<file path="src/core/dmx_pkg.sv">
package dmx_pkg;

	// register map, byte addresses on the bus
	localparam int        DMX_AXI_AW      = 8;
	localparam logic [7:0] DMX_OFF_CTRL   = 8'h00;
	localparam logic [7:0] DMX_OFF_INSTR  = 8'h04;
	localparam logic [7:0] DMX_OFF_STATUS = 8'h08;
	localparam logic [7:0] DMX_OFF_ACC    = 8'h0C;
	localparam logic [7:0] DMX_OFF_BANK   = 8'h10;
	localparam logic [7:0] DMX_OFF_PTR0   = 8'h14;
	localparam logic [7:0] DMX_OFF_PTR1   = 8'h18;
	localparam logic [7:0] DMX_OFF_PTR2   = 8'h1C;

	// status field positions
	localparam int DMX_ST_BUSY    = 0;
	localparam int DMX_ST_PEND    = 1;
	localparam int DMX_ST_NEG     = 2;
	localparam int DMX_ST_ZERO    = 3;
	localparam int DMX_ST_ILLEGAL = 4;
	localparam int DMX_ST_BLOCKED = 5;

	// reset values
	localparam logic [7:0]  DMX_RST_BYTE = 8'h00;
	localparam logic [11:0] DMX_RST_PTR  = 12'h000;

	// opcode fields
	localparam logic [5:0] DMX_OPC_FMOVE  = 6'h14;
	localparam logic [3:0] DMX_OPC_MM1    = 4'hC;
	localparam logic [3:0] DMX_OPC_SECOND = 4'hF;
	localparam logic [7:0] DMX_OPC_BANK   = 8'h01;
	localparam logic [7:0] DMX_OPC_ACCLIT = 8'h0E;
	localparam logic [9:0] DMX_OPC_PTR1   = 10'h3B8;
	localparam logic [1:0] DMX_PTR_MAX    = 2'h2;

	// data space landmarks
	localparam logic [11:0] DMX_ACC_ADDR  = 12'hFE0;
	localparam logic [11:0] DMX_PROT_BASE = 12'hFF0;
	localparam logic [7:0]  DMX_ILO_MAX   = 8'h5F;
	localparam logic [3:0]  DMX_ACC_LOBANK = 4'h0;
	localparam logic [3:0]  DMX_ACC_HIBANK = 4'hF;

	// bus answers
	localparam logic [1:0] DMX_RESP_OKAY   = 2'h0;
	localparam logic [1:0] DMX_RESP_SLVERR = 2'h2;

	typedef enum logic [2:0] {
		DMX_NONE,
		DMX_PTR1,
		DMX_FMOVE,
		DMX_MM1,
		DMX_SECOND,
		DMX_BANK,
		DMX_ACCLIT,
		DMX_ILLEGAL
	} dmx_op_e;

endpackage : dmx_pkg

</file>
<file path="src/core/dmx_dec_if.sv">
`timescale 1ns/1ns
// decoded fields of one instruction word
interface dmx_dec_if;
	logic [15:0]      word;
	dmx_pkg::dmx_op_e op;
	logic [7:0]       f;
	logic             d;
	logic             a;
	logic [1:0]       psel;
	logic [11:0]      lit12;
	modport src (output word, input op, f, d, a, psel, lit12);
	modport dec (input word, output op, f, d, a, psel, lit12);
endinterface : dmx_dec_if

</file>
<file path="src/core/dmx_decode.sv">
`timescale 1ns/1ns
module dmx_decode (
	// decoded word
	dmx_dec_if.dec dif
);
	import dmx_pkg::*;

	// field extraction
	assign dif.f     = dif.word[7:0];
	assign dif.d     = dif.word[9];
	assign dif.a     = dif.word[8];
	assign dif.psel  = dif.word[5:4];
	assign dif.lit12 = dif.word[11:0];

	// opcode classification
	always_comb
	begin
		dif.op = DMX_ILLEGAL;
		if (dif.word[15:10] == DMX_OPC_FMOVE)
			dif.op = DMX_FMOVE;
		else if (dif.word[15:12] == DMX_OPC_MM1)
			dif.op = DMX_MM1;
		else if (dif.word[15:12] == DMX_OPC_SECOND)
			dif.op = DMX_SECOND;
		else if (dif.word[15:8] == DMX_OPC_BANK)
			dif.op = DMX_BANK;
		else if (dif.word[15:8] == DMX_OPC_ACCLIT)
			dif.op = DMX_ACCLIT;
		else if (dif.word[15:6] == DMX_OPC_PTR1 && dif.word[5:4] <= DMX_PTR_MAX)
			dif.op = DMX_PTR1;
	end

endmodule : dmx_decode

</file>
<file path="src/core/dmx_addr.sv">
`timescale 1ns/1ns
module dmx_addr (
	// operand fields
	input  wire logic [7:0]  f,
	input  wire logic        a,
	// address context
	input  wire logic [7:0]  bank,
	input  wire logic [11:0] ilo_base,
	input  wire logic        ext_en,
	// result
	output logic      [11:0] addr
);
	import dmx_pkg::*;

	// operand address formation
	always_comb
	begin
		if (a)
			addr = {bank[3:0], f};
		else if (ext_en && f <= DMX_ILO_MAX)
			addr = ilo_base + {4'h0, f};
		else if (f <= DMX_ILO_MAX)
			addr = {DMX_ACC_LOBANK, f};
		else
			addr = {DMX_ACC_HIBANK, f};
	end

endmodule : dmx_addr

</file>
<file path="src/core/dmx_exec.sv">
// How it works
// - pointer load writes 12-bit literal, flags untouched
// - pointer select picks one of three
// - file move to accumulator or back
// - 8-bit operand reaches whole 256-byte bank
// - access bit 0 selects access bank
// - access bit 1 uses bank pointer
// - extended set, f<=5Fh uses indexed offset
// - memory move: C-word source, F-word destination
// - memory move reaches full 4096-byte space
// - accumulator may be source or destination
// - counter low, stack top never move targets
// - bank load writes only low nibble
// - accumulator literal load, one cycle, no flags
`timescale 1ns/1ns
module dmx_exec (
	// clock and reset
	input  wire logic                           aclk,
	input  wire logic                           aresetn,
	// write address channel
	input  wire logic [dmx_pkg::DMX_AXI_AW-1:0] s_axi_awaddr,
	input  wire logic                           s_axi_awvalid,
	output logic                                s_axi_awready,
	// write data channel
	input  wire logic [31:0]                    s_axi_wdata,
	input  wire logic [3:0]                     s_axi_wstrb,
	input  wire logic                           s_axi_wvalid,
	output logic                                s_axi_wready,
	// write response channel
	output logic [1:0]                          s_axi_bresp,
	output logic                                s_axi_bvalid,
	input  wire logic                           s_axi_bready,
	// read address channel
	input  wire logic [dmx_pkg::DMX_AXI_AW-1:0] s_axi_araddr,
	input  wire logic                           s_axi_arvalid,
	output logic                                s_axi_arready,
	// read data channel
	output logic [31:0]                         s_axi_rdata,
	output logic [1:0]                          s_axi_rresp,
	output logic                                s_axi_rvalid,
	input  wire logic                           s_axi_rready,
	// data memory port, read data one cycle after mem_rd
	output logic [11:0]                         mem_addr,
	output logic                                mem_rd,
	output logic                                mem_wr,
	output logic [7:0]                          mem_wdata,
	input  wire logic [7:0]                     mem_rdata
);
	import dmx_pkg::*;

	typedef enum logic [1:0] {ST_IDLE, ST_WAIT, ST_DATA, ST_WR} dmx_state_e;
	typedef enum logic [1:0] {PEND_NONE, PEND_PTR, PEND_MM} dmx_pend_e;

	dmx_state_e  state;
	dmx_pend_e   pend;
	logic [1:0]  pend_sel;
	logic [11:0] src_q;
	logic [11:0] dst_q;
	logic        cur_fmove;
	logic        aw_held;
	logic        w_held;
	logic [7:0]  aw_addr_q;
	logic [31:0] w_data_q;
	logic [3:0]  w_strb_q;
	logic        ext_en;
	logic [7:0]  acc;
	logic [7:0]  bank;
	logic        neg_flag;
	logic        zero_flag;
	logic        illegal;
	logic        blocked;
	logic [11:0] ptr [3];
	logic [11:0] opnd_addr;
	logic        wr_fire;
	logic        instr_go;
	logic        ok1;
	logic        ptr_lo_go;
	logic        mm_go;
	logic        fm_go;
	logic        clash;
	logic        wr_ok;
	logic [7:0]  move_val;
	logic        dst_prot;
	logic [31:0] next_rdata;
	logic        rd_ok;

	dmx_dec_if dif ();

	dmx_decode u_decode (
		.dif (dif.dec)
	);

	dmx_addr u_addr (
		.f        (dif.f),
		.a        (dif.a),
		.bank     (bank),
		.ilo_base (ptr[2]),
		.ext_en   (ext_en),
		.addr     (opnd_addr)
	);

	// write commit and instruction dispatch
	assign dif.word  = w_data_q[15:0];
	assign wr_fire   = aw_held && w_held && !s_axi_bvalid;
	assign instr_go  = wr_fire && aw_addr_q == DMX_OFF_INSTR && (&w_strb_q[1:0])
		&& state == ST_IDLE;
	assign ok1       = instr_go && pend == PEND_NONE;
	assign ptr_lo_go = instr_go && dif.op == DMX_SECOND && pend == PEND_PTR;
	assign mm_go     = instr_go && dif.op == DMX_SECOND && pend == PEND_MM;
	assign fm_go     = ok1 && dif.op == DMX_FMOVE;
	assign clash     = instr_go && pend != PEND_NONE && dif.op != DMX_SECOND;
	assign move_val  = (src_q == DMX_ACC_ADDR) ? acc : mem_rdata;
	assign dst_prot  = dst_q[11:2] == DMX_PROT_BASE[11:2];

	// decode of a write target; busy instruction writes are refused
	always_comb
	begin
		wr_ok = 1'b1;
		unique case (aw_addr_q)
			DMX_OFF_CTRL, DMX_OFF_STATUS, DMX_OFF_ACC, DMX_OFF_BANK: wr_ok = 1'b1;
			DMX_OFF_INSTR: wr_ok = (&w_strb_q[1:0]) && state == ST_IDLE;
			default:       wr_ok = 1'b0;
		endcase
	end

	// write channel handshakes
	always_ff @(posedge aclk)
	begin
		if (!aresetn)
		begin
			aw_held       <= 1'b0;
			w_held        <= 1'b0;
			aw_addr_q     <= 8'h00;
			w_data_q      <= 32'h0000_0000;
			w_strb_q      <= 4'h0;
			s_axi_awready <= 1'b0;
			s_axi_wready  <= 1'b0;
			s_axi_bvalid  <= 1'b0;
			s_axi_bresp   <= DMX_RESP_OKAY;
		end
		else
		begin
			if (!aw_held && !s_axi_bvalid)
				s_axi_awready <= 1'b1;
			if (!w_held && !s_axi_bvalid)
				s_axi_wready <= 1'b1;
			if (s_axi_awvalid && s_axi_awready)
			begin
				aw_held       <= 1'b1;
				aw_addr_q     <= {s_axi_awaddr[7:2], 2'b00};
				s_axi_awready <= 1'b0;
			end
			if (s_axi_wvalid && s_axi_wready)
			begin
				w_held       <= 1'b1;
				w_data_q     <= s_axi_wdata;
				w_strb_q     <= s_axi_wstrb;
				s_axi_wready <= 1'b0;
			end
			if (wr_fire)
			begin
				aw_held      <= 1'b0;
				w_held       <= 1'b0;
				s_axi_bvalid <= 1'b1;
				s_axi_bresp  <= wr_ok ? DMX_RESP_OKAY : DMX_RESP_SLVERR;
			end
			else if (s_axi_bvalid && s_axi_bready)
				s_axi_bvalid <= 1'b0;
		end
	end

	// read mux; upper bits of narrow registers read as zero
	always_comb
	begin
		next_rdata = 32'h0000_0000;
		rd_ok      = 1'b1;
		unique case ({s_axi_araddr[7:2], 2'b00})
			DMX_OFF_CTRL:   next_rdata[0] = ext_en;
			DMX_OFF_INSTR:  next_rdata[15:0] = w_data_q[15:0];
			DMX_OFF_STATUS: next_rdata[5:0] = {blocked, illegal, zero_flag, neg_flag,
				pend != PEND_NONE, state != ST_IDLE};
			DMX_OFF_ACC:    next_rdata[7:0] = acc;
			DMX_OFF_BANK:   next_rdata[7:0] = bank;
			DMX_OFF_PTR0:   next_rdata[11:0] = ptr[0];
			DMX_OFF_PTR1:   next_rdata[11:0] = ptr[1];
			DMX_OFF_PTR2:   next_rdata[11:0] = ptr[2];
			default:        rd_ok = 1'b0;
		endcase
	end

	// read channel, one beat answer the cycle after the address
	always_ff @(posedge aclk)
	begin
		if (!aresetn)
		begin
			s_axi_arready <= 1'b0;
			s_axi_rvalid  <= 1'b0;
			s_axi_rdata   <= 32'h0000_0000;
			s_axi_rresp   <= DMX_RESP_OKAY;
		end
		else if (s_axi_arvalid && s_axi_arready)
		begin
			s_axi_arready <= 1'b0;
			s_axi_rvalid  <= 1'b1;
			s_axi_rdata   <= next_rdata;
			s_axi_rresp   <= rd_ok ? DMX_RESP_OKAY : DMX_RESP_SLVERR;
		end
		else if (s_axi_rvalid && s_axi_rready)
			s_axi_rvalid <= 1'b0;
		else if (!s_axi_rvalid)
			s_axi_arready <= 1'b1;
	end

	// control register
	always_ff @(posedge aclk)
	begin
		if (!aresetn)
			ext_en <= 1'b0;
		else if (wr_fire && aw_addr_q == DMX_OFF_CTRL && w_strb_q[0])
			ext_en <= w_data_q[0];
	end

	// accumulator: bus, literal load, move results
	always_ff @(posedge aclk)
	begin
		if (!aresetn)
			acc <= DMX_RST_BYTE;
		else if (ok1 && dif.op == DMX_ACCLIT)
			acc <= dif.f;
		else if (state == ST_DATA && dst_q == DMX_ACC_ADDR)
			acc <= move_val;
		else if (wr_fire && aw_addr_q == DMX_OFF_ACC && w_strb_q[0])
			acc <= w_data_q[7:0];
	end

	// bank pointer
	always_ff @(posedge aclk)
	begin
		if (!aresetn)
			bank <= DMX_RST_BYTE;
		// low nibble only, upper reads zero
		else if (ok1 && dif.op == DMX_BANK)
			bank <= {4'h0, dif.f[3:0]};
		else if (wr_fire && aw_addr_q == DMX_OFF_BANK && w_strb_q[0])
			bank <= {4'h0, w_data_q[3:0]};
	end

	// indirect pointers, one per entry
	for (genvar gi = 0; gi < 3; gi++)
	begin : g_ptr
		always_ff @(posedge aclk)
		begin
			if (!aresetn)
				ptr[gi] <= DMX_RST_PTR;
			else if (ok1 && dif.op == DMX_PTR1 && dif.psel == 2'(gi))
				ptr[gi][11:8] <= dif.lit12[3:0];
			else if (ptr_lo_go && pend_sel == 2'(gi))
				ptr[gi][7:0] <= dif.f;
		end
	end

	// status flags, file move only
	always_ff @(posedge aclk)
	begin
		if (!aresetn)
		begin
			neg_flag  <= 1'b0;
			zero_flag <= 1'b0;
		end
		// negative and zero from moved value
		else if (state == ST_DATA && cur_fmove)
		begin
			neg_flag  <= move_val[7];
			zero_flag <= move_val == 8'h00;
		end
	end

	// sticky error bits, write one to clear, a new event wins
	always_ff @(posedge aclk)
	begin
		if (!aresetn)
		begin
			illegal <= 1'b0;
			blocked <= 1'b0;
		end
		else
		begin
			if (clash || (ok1 && dif.op == DMX_ILLEGAL))
				illegal <= 1'b1;
			else if (wr_fire && aw_addr_q == DMX_OFF_STATUS && w_strb_q[0]
				&& w_data_q[DMX_ST_ILLEGAL])
				illegal <= 1'b0;
			if (state == ST_DATA && dst_prot)
				blocked <= 1'b1;
			else if (wr_fire && aw_addr_q == DMX_OFF_STATUS && w_strb_q[0]
				&& w_data_q[DMX_ST_BLOCKED])
				blocked <= 1'b0;
		end
	end

	// two-word tracking; a stray word cancels the pending pair
	always_ff @(posedge aclk)
	begin
		if (!aresetn)
		begin
			pend     <= PEND_NONE;
			pend_sel <= 2'h0;
		end
		else if (instr_go)
		begin
			pend <= PEND_NONE;
			if (ok1 && dif.op == DMX_PTR1)
			begin
				pend     <= PEND_PTR;
				pend_sel <= dif.psel;
			end
			else if (ok1 && dif.op == DMX_MM1)
				pend <= PEND_MM;
		end
	end

	// memory sequencer: read, capture, optional write
	always_ff @(posedge aclk)
	begin
		if (!aresetn)
		begin
			state     <= ST_IDLE;
			src_q     <= 12'h000;
			dst_q     <= 12'h000;
			cur_fmove <= 1'b0;
			mem_addr  <= 12'h000;
			mem_rd    <= 1'b0;
			mem_wr    <= 1'b0;
			mem_wdata <= 8'h00;
		end
		else
		begin
			unique case (state)
				ST_IDLE:
				begin
					// full 12-bit source from first word
					if (ok1 && dif.op == DMX_MM1)
						src_q <= dif.lit12;
					if (fm_go)
					begin
						src_q     <= opnd_addr;
						dst_q     <= dif.d ? opnd_addr : DMX_ACC_ADDR;
						cur_fmove <= 1'b1;
						mem_addr  <= opnd_addr;
						mem_rd    <= 1'b1;
						state     <= ST_WAIT;
					end
					else if (mm_go)
					begin
						dst_q     <= dif.lit12;
						cur_fmove <= 1'b0;
						mem_addr  <= src_q;
						mem_rd    <= 1'b1;
						state     <= ST_WAIT;
					end
				end
				ST_WAIT:
				begin
					mem_rd <= 1'b0;
					state  <= ST_DATA;
				end
				ST_DATA:
				begin
					if (dst_q != DMX_ACC_ADDR && !dst_prot)
					begin
						mem_addr  <= dst_q;
						mem_wdata <= move_val;
						mem_wr    <= 1'b1;
						state     <= ST_WR;
					end
					else
						state <= ST_IDLE;
				end
				ST_WR:
				begin
					mem_wr <= 1'b0;
					state  <= ST_IDLE;
				end
			endcase
		end
	end

	chk_acclit_load: assert property (@(posedge aclk) disable iff (!aresetn)
		ok1 && dif.op == DMX_ACCLIT |=> acc == $past(w_data_q[7:0]) && $stable(zero_flag))
		else $error("accumulator literal load wrong");
	chk_bank_nibble: assert property (@(posedge aclk) disable iff (!aresetn)
		ok1 && dif.op == DMX_BANK |=> bank == {4'h0, $past(w_data_q[3:0])})
		else $error("bank pointer load wrong");
	chk_ptr_high: assert property (@(posedge aclk) disable iff (!aresetn)
		ok1 && dif.op == DMX_PTR1 && dif.psel == 2'h2
		|=> ptr[2][11:8] == $past(w_data_q[3:0]) && pend == PEND_PTR)
		else $error("pointer high nibble wrong");
	chk_ptr_flags: assert property (@(posedge aclk) disable iff (!aresetn)
		ptr_lo_go |=> $stable(neg_flag) && $stable(zero_flag) && pend == PEND_NONE)
		else $error("pointer load touched flags");
	chk_fmove_flags: assert property (@(posedge aclk) disable iff (!aresetn)
		state == ST_DATA && cur_fmove |=> zero_flag == ($past(move_val) == 8'h00))
		else $error("file move flags wrong");
	chk_mm_write: assert property (@(posedge aclk) disable iff (!aresetn)
		mm_go && w_data_q[11:0] != DMX_ACC_ADDR && w_data_q[11:2] != DMX_PROT_BASE[11:2]
		|-> ##3 mem_wr && mem_addr == $past(w_data_q[11:0], 3))
		else $error("memory move write late or misaddressed");
	chk_prot_dst: assert property (@(posedge aclk) disable iff (!aresetn)
		mem_wr |-> mem_addr[11:2] != DMX_PROT_BASE[11:2])
		else $error("write to protected register");
	chk_access_bank: assert property (@(posedge aclk) disable iff (!aresetn)
		fm_go && !dif.a && !ext_en
		|=> mem_rd && mem_addr[11:8] == (($past(dif.f) <= DMX_ILO_MAX) ? 4'h0 : 4'hF))
		else $error("access bank address wrong");
	chk_banked: assert property (@(posedge aclk) disable iff (!aresetn)
		fm_go && dif.a |=> mem_addr == {$past(bank[3:0]), $past(dif.f)})
		else $error("banked address wrong");

	cov_mm_to_acc: cover property (@(posedge aclk) disable iff (!aresetn)
		mm_go && w_data_q[11:0] == DMX_ACC_ADDR);
	cov_fmove_back: cover property (@(posedge aclk) disable iff (!aresetn)
		fm_go && dif.d ##3 mem_wr);
	cov_ptr_pair: cover property (@(posedge aclk) disable iff (!aresetn)
		ptr_lo_go);
	cov_ilo: cover property (@(posedge aclk) disable iff (!aresetn)
		fm_go && !dif.a && ext_en && dif.f <= DMX_ILO_MAX);

endmodule : dmx_exec

</file>
<file path="config.mk">
export PLATFORM = sky130hd
export DESIGN_NAME = dmx_exec
export DESIGN_NICKNAME = d
export VERILOG_FILES = /design/src/core/dmx_pkg.sv /design/src/core/dmx_dec_if.sv /design/src/core/dmx_decode.sv /design/src/core/dmx_addr.sv /design/src/core/dmx_exec.sv
export SDC_FILE = /design/constraint.sdc
export NUM_CORES = 1
export LEC_CHECK = 0
export BUFFER_PORTS_ARGS = -buffer_cell sky130_fd_sc_hd__buf_2
export CAP_MARGIN = 40
export CORE_ASPECT_RATIO = 1.75
export CORE_MARGIN = 4
export CORE_UTILIZATION = 49
export DETAILED_ROUTE_END_ITERATION = 16
export GPL_ROUTABILITY_DRIVEN = 1
export PLACE_DENSITY = 0.79
export SYNTH_ARGS = -nofsm -noshare
export SYNTH_HDL_FRONTEND = slang
export SYNTH_SLANG_ARGS = --single-unit
</file>
<file path="constraint.sdc">
create_clock -name aclk -period 7.8 [get_ports aclk]
set_input_delay 1.56 -clock aclk [delete_from_list [all_inputs] [get_ports aclk]]
set_output_delay 1.56 -clock aclk [all_outputs]
set_load 0.03 [all_outputs]
</file>
==> results.toml, run 1 <==
[outcome]
status = "finished clean"

[floorplan]
die_y_microns = 174.4
io_pins = 130
start_util_pct = 50.14
core_sq_um = 15460
placementRows = 60
die_w_microns = 103.1
die_area_sq_um = 17980

[power]
clkPwrFrac_pct = 46.3
swShare_pct = 26.02
p_comb_share_pct = 6.8
p_seq_share_pct = 46.9
p_sw_uw = 478.6
total_leakage_power_nw = 3.332
power_mw = 1.840
p_int_mw = 1.361
peakVddDrop_mv = 0.1526
powerDensity_nw_per_um2 = 208.6

[grt]
grt_max_degree = 61
grt_overflow_total = 0
grt_pass1_vias = 6847
grt_pass1_wl_mm = 34.91
antenna_found_initial = 0
grt_usage_pct = 25.17

[setup_path]
crit_path_max_fanout = 11
cp-end-kind = "flip-flop"
setup.worst_path.start = "s_axi_araddr[5]"
path_cells = "buf_2 > or4b_2 > nor2_1 > a222oi_1 > a21boi_0 > a21oi_1 > nor2_1"
cp.buffers_inverters = 1
critPathLaunchType = "primary input"
reg2reg_slack_ns = 4.45
r2r-start = "w_data_q[0]"
cp.required_ns = 8.17
cpPeakStageDelay_ns = 0.74
critPathTopFamily = "simple AND/OR/NAND/NOR gates"
worstSetupPathType = "primary input to flip-flop"
timing.rr.end = "dst_q[8]"
cp_slowest_cell = "or4b_2"
worstPathArrival_ns = 3.88
r2r_cells = 10
cpMostUsedCell = "nor2_1"

[logic_synthesis]
synth_ff_type = "dfxtp_1"
avgSynthCellArea_sq_um = 8.587
synth_top_cell_by_area = "dfxtp_1"
syn-cell-area_sq_um = 7754
synth.area.top_cells = "dfxtp_1 31%, edfxtp_1 14%, a21oi_1 6.1%, nand2_1 5.2%, nor2_1 4.5%"
yosysTopAreaCellShare_pct = 30.72
synth_seq_area_share_pct = 44.67
synthArstFlopShare_pct = 0
synth_cell_types = 76
synth_cells = 903
synth_edf_count = 36
yosysWarnings = 0
synth-seq-cells = 155

[worst_hold_path]
whs_endpoint = "mem_addr[10]"
hp-start = "mem_addr[10]"
min_path_type = "flip-flop to flip-flop"
min_path_cells = 2

[route]
routed_wl_mm = 22.46
drtIter0Drc = 594
via_per_inst = 6.106
dr.pass1.iters = 7
ant_nets = 0
routedWlPerCell_microns = 19.28
drc_errors = 0
vias = 7113

[clock_network]
clock-sinks = 155
cts-root-buf = "clkbuf_16"
clk_pin_slew_ns = 0.07
htreeDepth = 4
cts_tree = "yes"
cts_max_path_buffers = 2
cts_resized = 0
clk_latency_ns = 0.43
cts_made_buffers = 17
postCtsSetupBuffers = 0
postCtsHoldBufs = 0

[timing]
rsz0062_at_grt = "false"
tns_ns = 0
skew_ns = 0.008667
hold_viol_final = 0
fin_crit_ns = 3.515
period_share_pct = 45.07
max_slew.worst_pin.slew_ns = 0.8736
fmax_ghz = 0.2845
slew_headroom_pct = 41.54
setup_violations = 0
slew_viol_final = 0

[job]
maxCapViolCount = 0

[placed_design]
portBuffers = 89
hpwl_mm = 16.52
place_congestion = 0.9583

[final_layout]
diodes = 0
post-route-util_pct = 57.02
area_growth_pct = 13.73
drive_above_1_share_pct = 15.63
nets = 1042
Yosys cell counts (3+ instances only):
master and number:
ha_1 8, nor4_1 6, dfxtp_1 119, buf_1 4
o211ai_1 15, a31oi_1 9, a211oi_1 23, a22oi_1 19
nand3b_1 3, o21bai_1 3, nand4b_1 3, o21ai_1 4
edfxtp_1 36, o21ai_0 34, and2_1 34, a21oi_1 95
inv_1 14, buf_2 6, clkbuf_1 43, a21boi_0 3
a221oi_1 6, mux2i_1 21, o22ai_1 4, and3_1 6
buf_4 18, o21a_1 3, or4_1 6, or3_1 5
a21o_1 3, nand3_1 31, nor3_1 27, nand2b_1 14
nor2b_1 7, o221ai_1 8, nand4_1 4, a222oi_1 6
nor2_1 93, nor4bb_1 4, nand2_1 107
worst register-to-register path, stage by stage, from the launching register on:
cell	delay (ns)
dfxtp_1	0.75
ha_1	0.31
inv_1	0.07
fa_1	0.43
nor2b_1	0.24
o31ai_1	0.16
a211oi_1	0.37
nor3_1	0.09
o31a_1	0.30
or3_1	0.38
a31oi_1	0.17
final cells by class:
type,count,area [sq um]
clock buffers,17,425.4
inverters,15,56.30
well taps,186,232.7
repair buffers,100,528.0
flip-flops and latches,155,3463
fillers,1415,6646
multi-input cells,677,3934
clock inverters,15,178.9
cell families (layout without fill, tap and decap cells):
kind of cell / count (synthesis) / count (layout) / synth area share [%]
flip-flops: 155 / 155 / 44.67
buffers and inverters: 88 / 147 / 5.422
adder cells (fa/ha/maj): 9 / 9 / 1.549
AO/OA/AOI/OAI: 257 / 257 / 21.54
other: 1 / 18 / 0.04836
multiplexers: 23 / 23 / 3.001
AND/OR/NAND/NOR: 367 / 367 / 23.43
XOR/XNOR: 3 / 3 / 0.3389
placed cells by master, fill, tap and decap left out, types with 4 or more instances in the layout:
cell type    n
a211oi_1    23
a21oi_1     95
a221oi_1     6
a222oi_1     6
a22oi_1     19
a31oi_1      9
and2_1      34
and3_1       6
buf_2       89
buf_4       11
clkbuf_16   17
conb_1      18
dfxtp_1    119
edfxtp_1    36
ha_1         8
inv_1       13
inv_6        5
inv_8        4
mux2i_1     21
nand2_1    107
nand2b_1    14
nand3_1     31
nand4_1      4
nor2_1      93
nor2b_1      7
nor3_1      27
nor4_1       6
nor4bb_1     4
o211ai_1    15
o21ai_0     34
o21ai_1      4
o221ai_1     8
o22ai_1      4
or3_1        5
or4_1        6
per-stage QoR:
step / instances / setup WS, ns / area (sq um) / hold WS [ns]
after global routing: 1165 / 4.171 / 8818 / 0.4813
after floorplan: 920 / 4.524 / 7818 / 0.4315
after detailed placement: 1133 / 3.878 / 8214 / 0.4412
after CTS: 1165 / 4.325 / 8818 / 0.4579
after global placement: 1129 / 3.836 / 8184 / 0.4361
final: 1165 / 4.285 / 8818 / 0.4521
power by group through the flow:
| stage | sequential [mW] | clock (mW) | combinational (mW) |
|---|---|---|---|
| 6_report | 0.863 | 0.852 | 0.124 |
| 3_5_place_dp | 0.879 | 0 | 0.123 |
| 2_1_floorplan | 0.872 | 0 | 0.0933 |
| 5_1_grt | 0.864 | 0.894 | 0.136 |
| 4_1_cts | 0.861 | 0.857 | 0.124 |
| 3_3_place_gp | 0.878 | 0 | 0.121 |
layer usage:
metal	up-vias	share of wire [%]	wire [microns]	global-route usage (%)
met5	-	0	0	0
met4	0	8.0	1792	18.21
met3	107	6.9	1548	5.020
met2	352	51	11370	43.25
met1	3267	34	7747	26.23
li1	3387	-	-	-
worst max-delay path by stage:
stage | to | slack (ns) | cells past startpoint
CTS | s_axi_rdata[2] | 4.32 | 7
finish | s_axi_rdata[2] | 4.28 | 7
global placement | s_axi_rdata[2] | 3.84 | 8
detailed placement | s_axi_rdata[2] | 3.88 | 7
floorplan | s_axi_rdata[3] | 4.52 | 8
global route | ptr[0][3] | 4.17 | 5
flip-flops by register name, summed over array words and instances (netlist names), 6 cells and up:
| register | flops |
|---|---|
| w_data_q | 16 |
| src_q | 12 |
| ptr | 36 |
| s_axi_rdata | 16 |
| acc | 8 |
| mem_wdata | 8 |
| dst_q | 12 |
| aw_addr_q | 6 |
| mem_addr | 12 |
No activity file was read; power rests on OpenSTA's default activity.
==> run 2: changes to the inputs <==
==> constraint.sdc (replaced) <==
create_clock -name aclk -period 3.29 [get_ports aclk]
set_input_delay 0.658 -clock aclk [delete_from_list [all_inputs] [get_ports aclk]]
set_output_delay 0.658 -clock aclk [all_outputs]
set_load 0.03 [all_outputs]
==> run 2 against run 1 <==
Hold slack got worse by 0.0027 ns. Cell count increased by 1.4%. Sequential power grew 140%. Clock skew up 0.0011 ns. Die area did not move. Global-route usage increased by 0.38 points. Non-clock buffer count rose by 16. Total power increased by 140%. Critical endpoint is now dst_q[8]. Critical path depth increased by 2. First-iteration DRC count shrank 5.4%.
==> results.toml, run 2 (same netlist as run 1, synthesis figures left out) <==
[worst_hold_path]
whs_endpoint = "s_axi_rdata[14]"
min_path_type = "flip-flop to flip-flop"
hp-start = "s_axi_rdata[14]"
min_path_cells = 2

[setup_path]
cp-end-kind = "flip-flop"
worstPathArrival_ns = 3.27
reg2reg_slack_ns = 0.38
timing.rr.end = "dst_q[8]"
r2r_cells = 9
crit_path_max_fanout = 7
worstSetupPathType = "flip-flop to flip-flop"
cp.required_ns = 3.65
r2r-start = "w_data_q[1]"
critPathLaunchType = "flip-flop"

[timing]
max_slew.worst_pin.slew_ns = 0.8113
hold_viol_final = 0
skew_ns = 0.009746
rsz0062_at_grt = "false"
period_share_pct = 88.37
tns_ns = 0
setup_violations = 0
slew_viol_final = 0
slew_headroom_pct = 45.68
fmax_ghz = 0.3440
fin_crit_ns = 2.907

[route]
dr.pass1.iters = 5
drc_errors = 0
routedWlPerCell_microns = 19.37
drtIter0Drc = 562
via_per_inst = 6.053
vias = 7149
routed_wl_mm = 22.87
ant_nets = 0

[clock_network]
postCtsHoldBufs = 0
cts_made_buffers = 17
htreeDepth = 4
clk_latency_ns = 0.43
cts_max_path_buffers = 2
cts_tree = "yes"
cts_resized = 0
clock-sinks = 155
clk_pin_slew_ns = 0.07
cts-root-buf = "clkbuf_16"
postCtsSetupBuffers = 0

[floorplan]
core_sq_um = 15460
io_pins = 130
placementRows = 60
die_w_microns = 103.1
die_y_microns = 174.4
die_area_sq_um = 17980
start_util_pct = 50.14

[outcome]
status = "finished clean"

[grt]
grt_usage_pct = 25.55
grt_overflow_total = 0
antenna_found_initial = 0
grt_max_degree = 43
grt_pass1_vias = 6787
grt_pass1_wl_mm = 35.42

[placed_design]
place_congestion = 0.9798
portBuffers = 89
hpwl_mm = 17.12
placed_cells = 1149

[power]
power_mw = 4.344
peakVddDrop_mv = 0.3602
total_leakage_power_nw = 3.406
powerDensity_nw_per_um2 = 485.6

[final_layout]
area_growth_pct = 15.38
top_register = "ptr"
diodes = 0
nets = 1058
drive_above_1_share_pct = 16.88
layout_common_cells = "119 x dfxtp_1, 107 x nand2_1, 95 x a21oi_1"
final_common_cell = "dfxtp_1"
reg.largest.list = "ptr x36, s_axi_rdata x16, w_data_q x16"
final_cells = 1181
fill_cells = 1370
largest_register_ffs = 36

[job]
maxCapViolCount = 0
## run 2: how the worst max path moves through the flow
| stage | slack, ns | to | depth (start not counted) | from |
|---|---|---|---|---|
| after floorplan | 0.82 | dst_q[8] | 10 | w_data_q[0] |
| after global placement | 0.49 | dst_q[8] | 9 | w_data_q[1] |
| after global routing | 0.19 | ptr[0][11] | 6 | w_data_q[6] |
| after detailed placement | 0.41 | dst_q[8] | 9 | w_data_q[1] |
| after CTS | 0.42 | dst_q[8] | 9 | w_data_q[1] |
| final | 0.38 | dst_q[8] | 9 | w_data_q[1] |
## run 2: report_power, final
part | total (mW) | internal (mW) | switching [mW]
combinational | 0.325 | 0.101 | 0.223
sequential | 2.03 | 1.98 | 0.0432
clock | 1.99 | 1.15 | 0.838
## run 2: critical path: stages (launching register included)
cell and delay (ns):
dfxtp_1 0.51, inv_2 0.18, fa_1 0.48, nor2b_1 0.23, o31ai_1 0.15, a211oi_1 0.38
nor3_1 0.08, o31a_1 0.29, or3_1 0.37, a31oi_1 0.16
## run 2: through the flow
stage	hold WS [ns]	setup WS, ns	instance area (sq um)	util, %
floorplan	0.4315	0.8173	7818	-
global placement	0.4375	0.4866	8347	53.97
detailed placement	0.4441	0.4143	8347	53.97
CTS	0.4529	0.4222	8946	57.85
global route	0.4735	0.1933	8946	57.85
finish	0.4494	0.3826	8946	57.85
## run 2: layout make-up
| type | count | area [sq um] | share of cell area (%) |
|---|---|---|---|
| clock buffer | 18 | 439.2 | 4.909 |
| clock inverter | 14 | 160.2 | 1.790 |
| inverter | 15 | 56.30 | 0.6294 |
| multi-input combinational | 677 | 3934 | 43.97 |
| sequential | 155 | 3463 | 38.71 |
| tap | 186 | 232.7 | 2.601 |
| timing repair buffer | 116 | 660.6 | 7.385 |
## run 2: metal layers
layer / up-vias / GRT usage, % / wire [microns]
met1: 3334 / 27.17 / 8155
met4: 0 / 17.56 / 1665
li1: 3413 / - / -
met5: - / 0 / 0
met2: 310 / 44.48 / 11780
met3: 92 / 4.056 / 1271
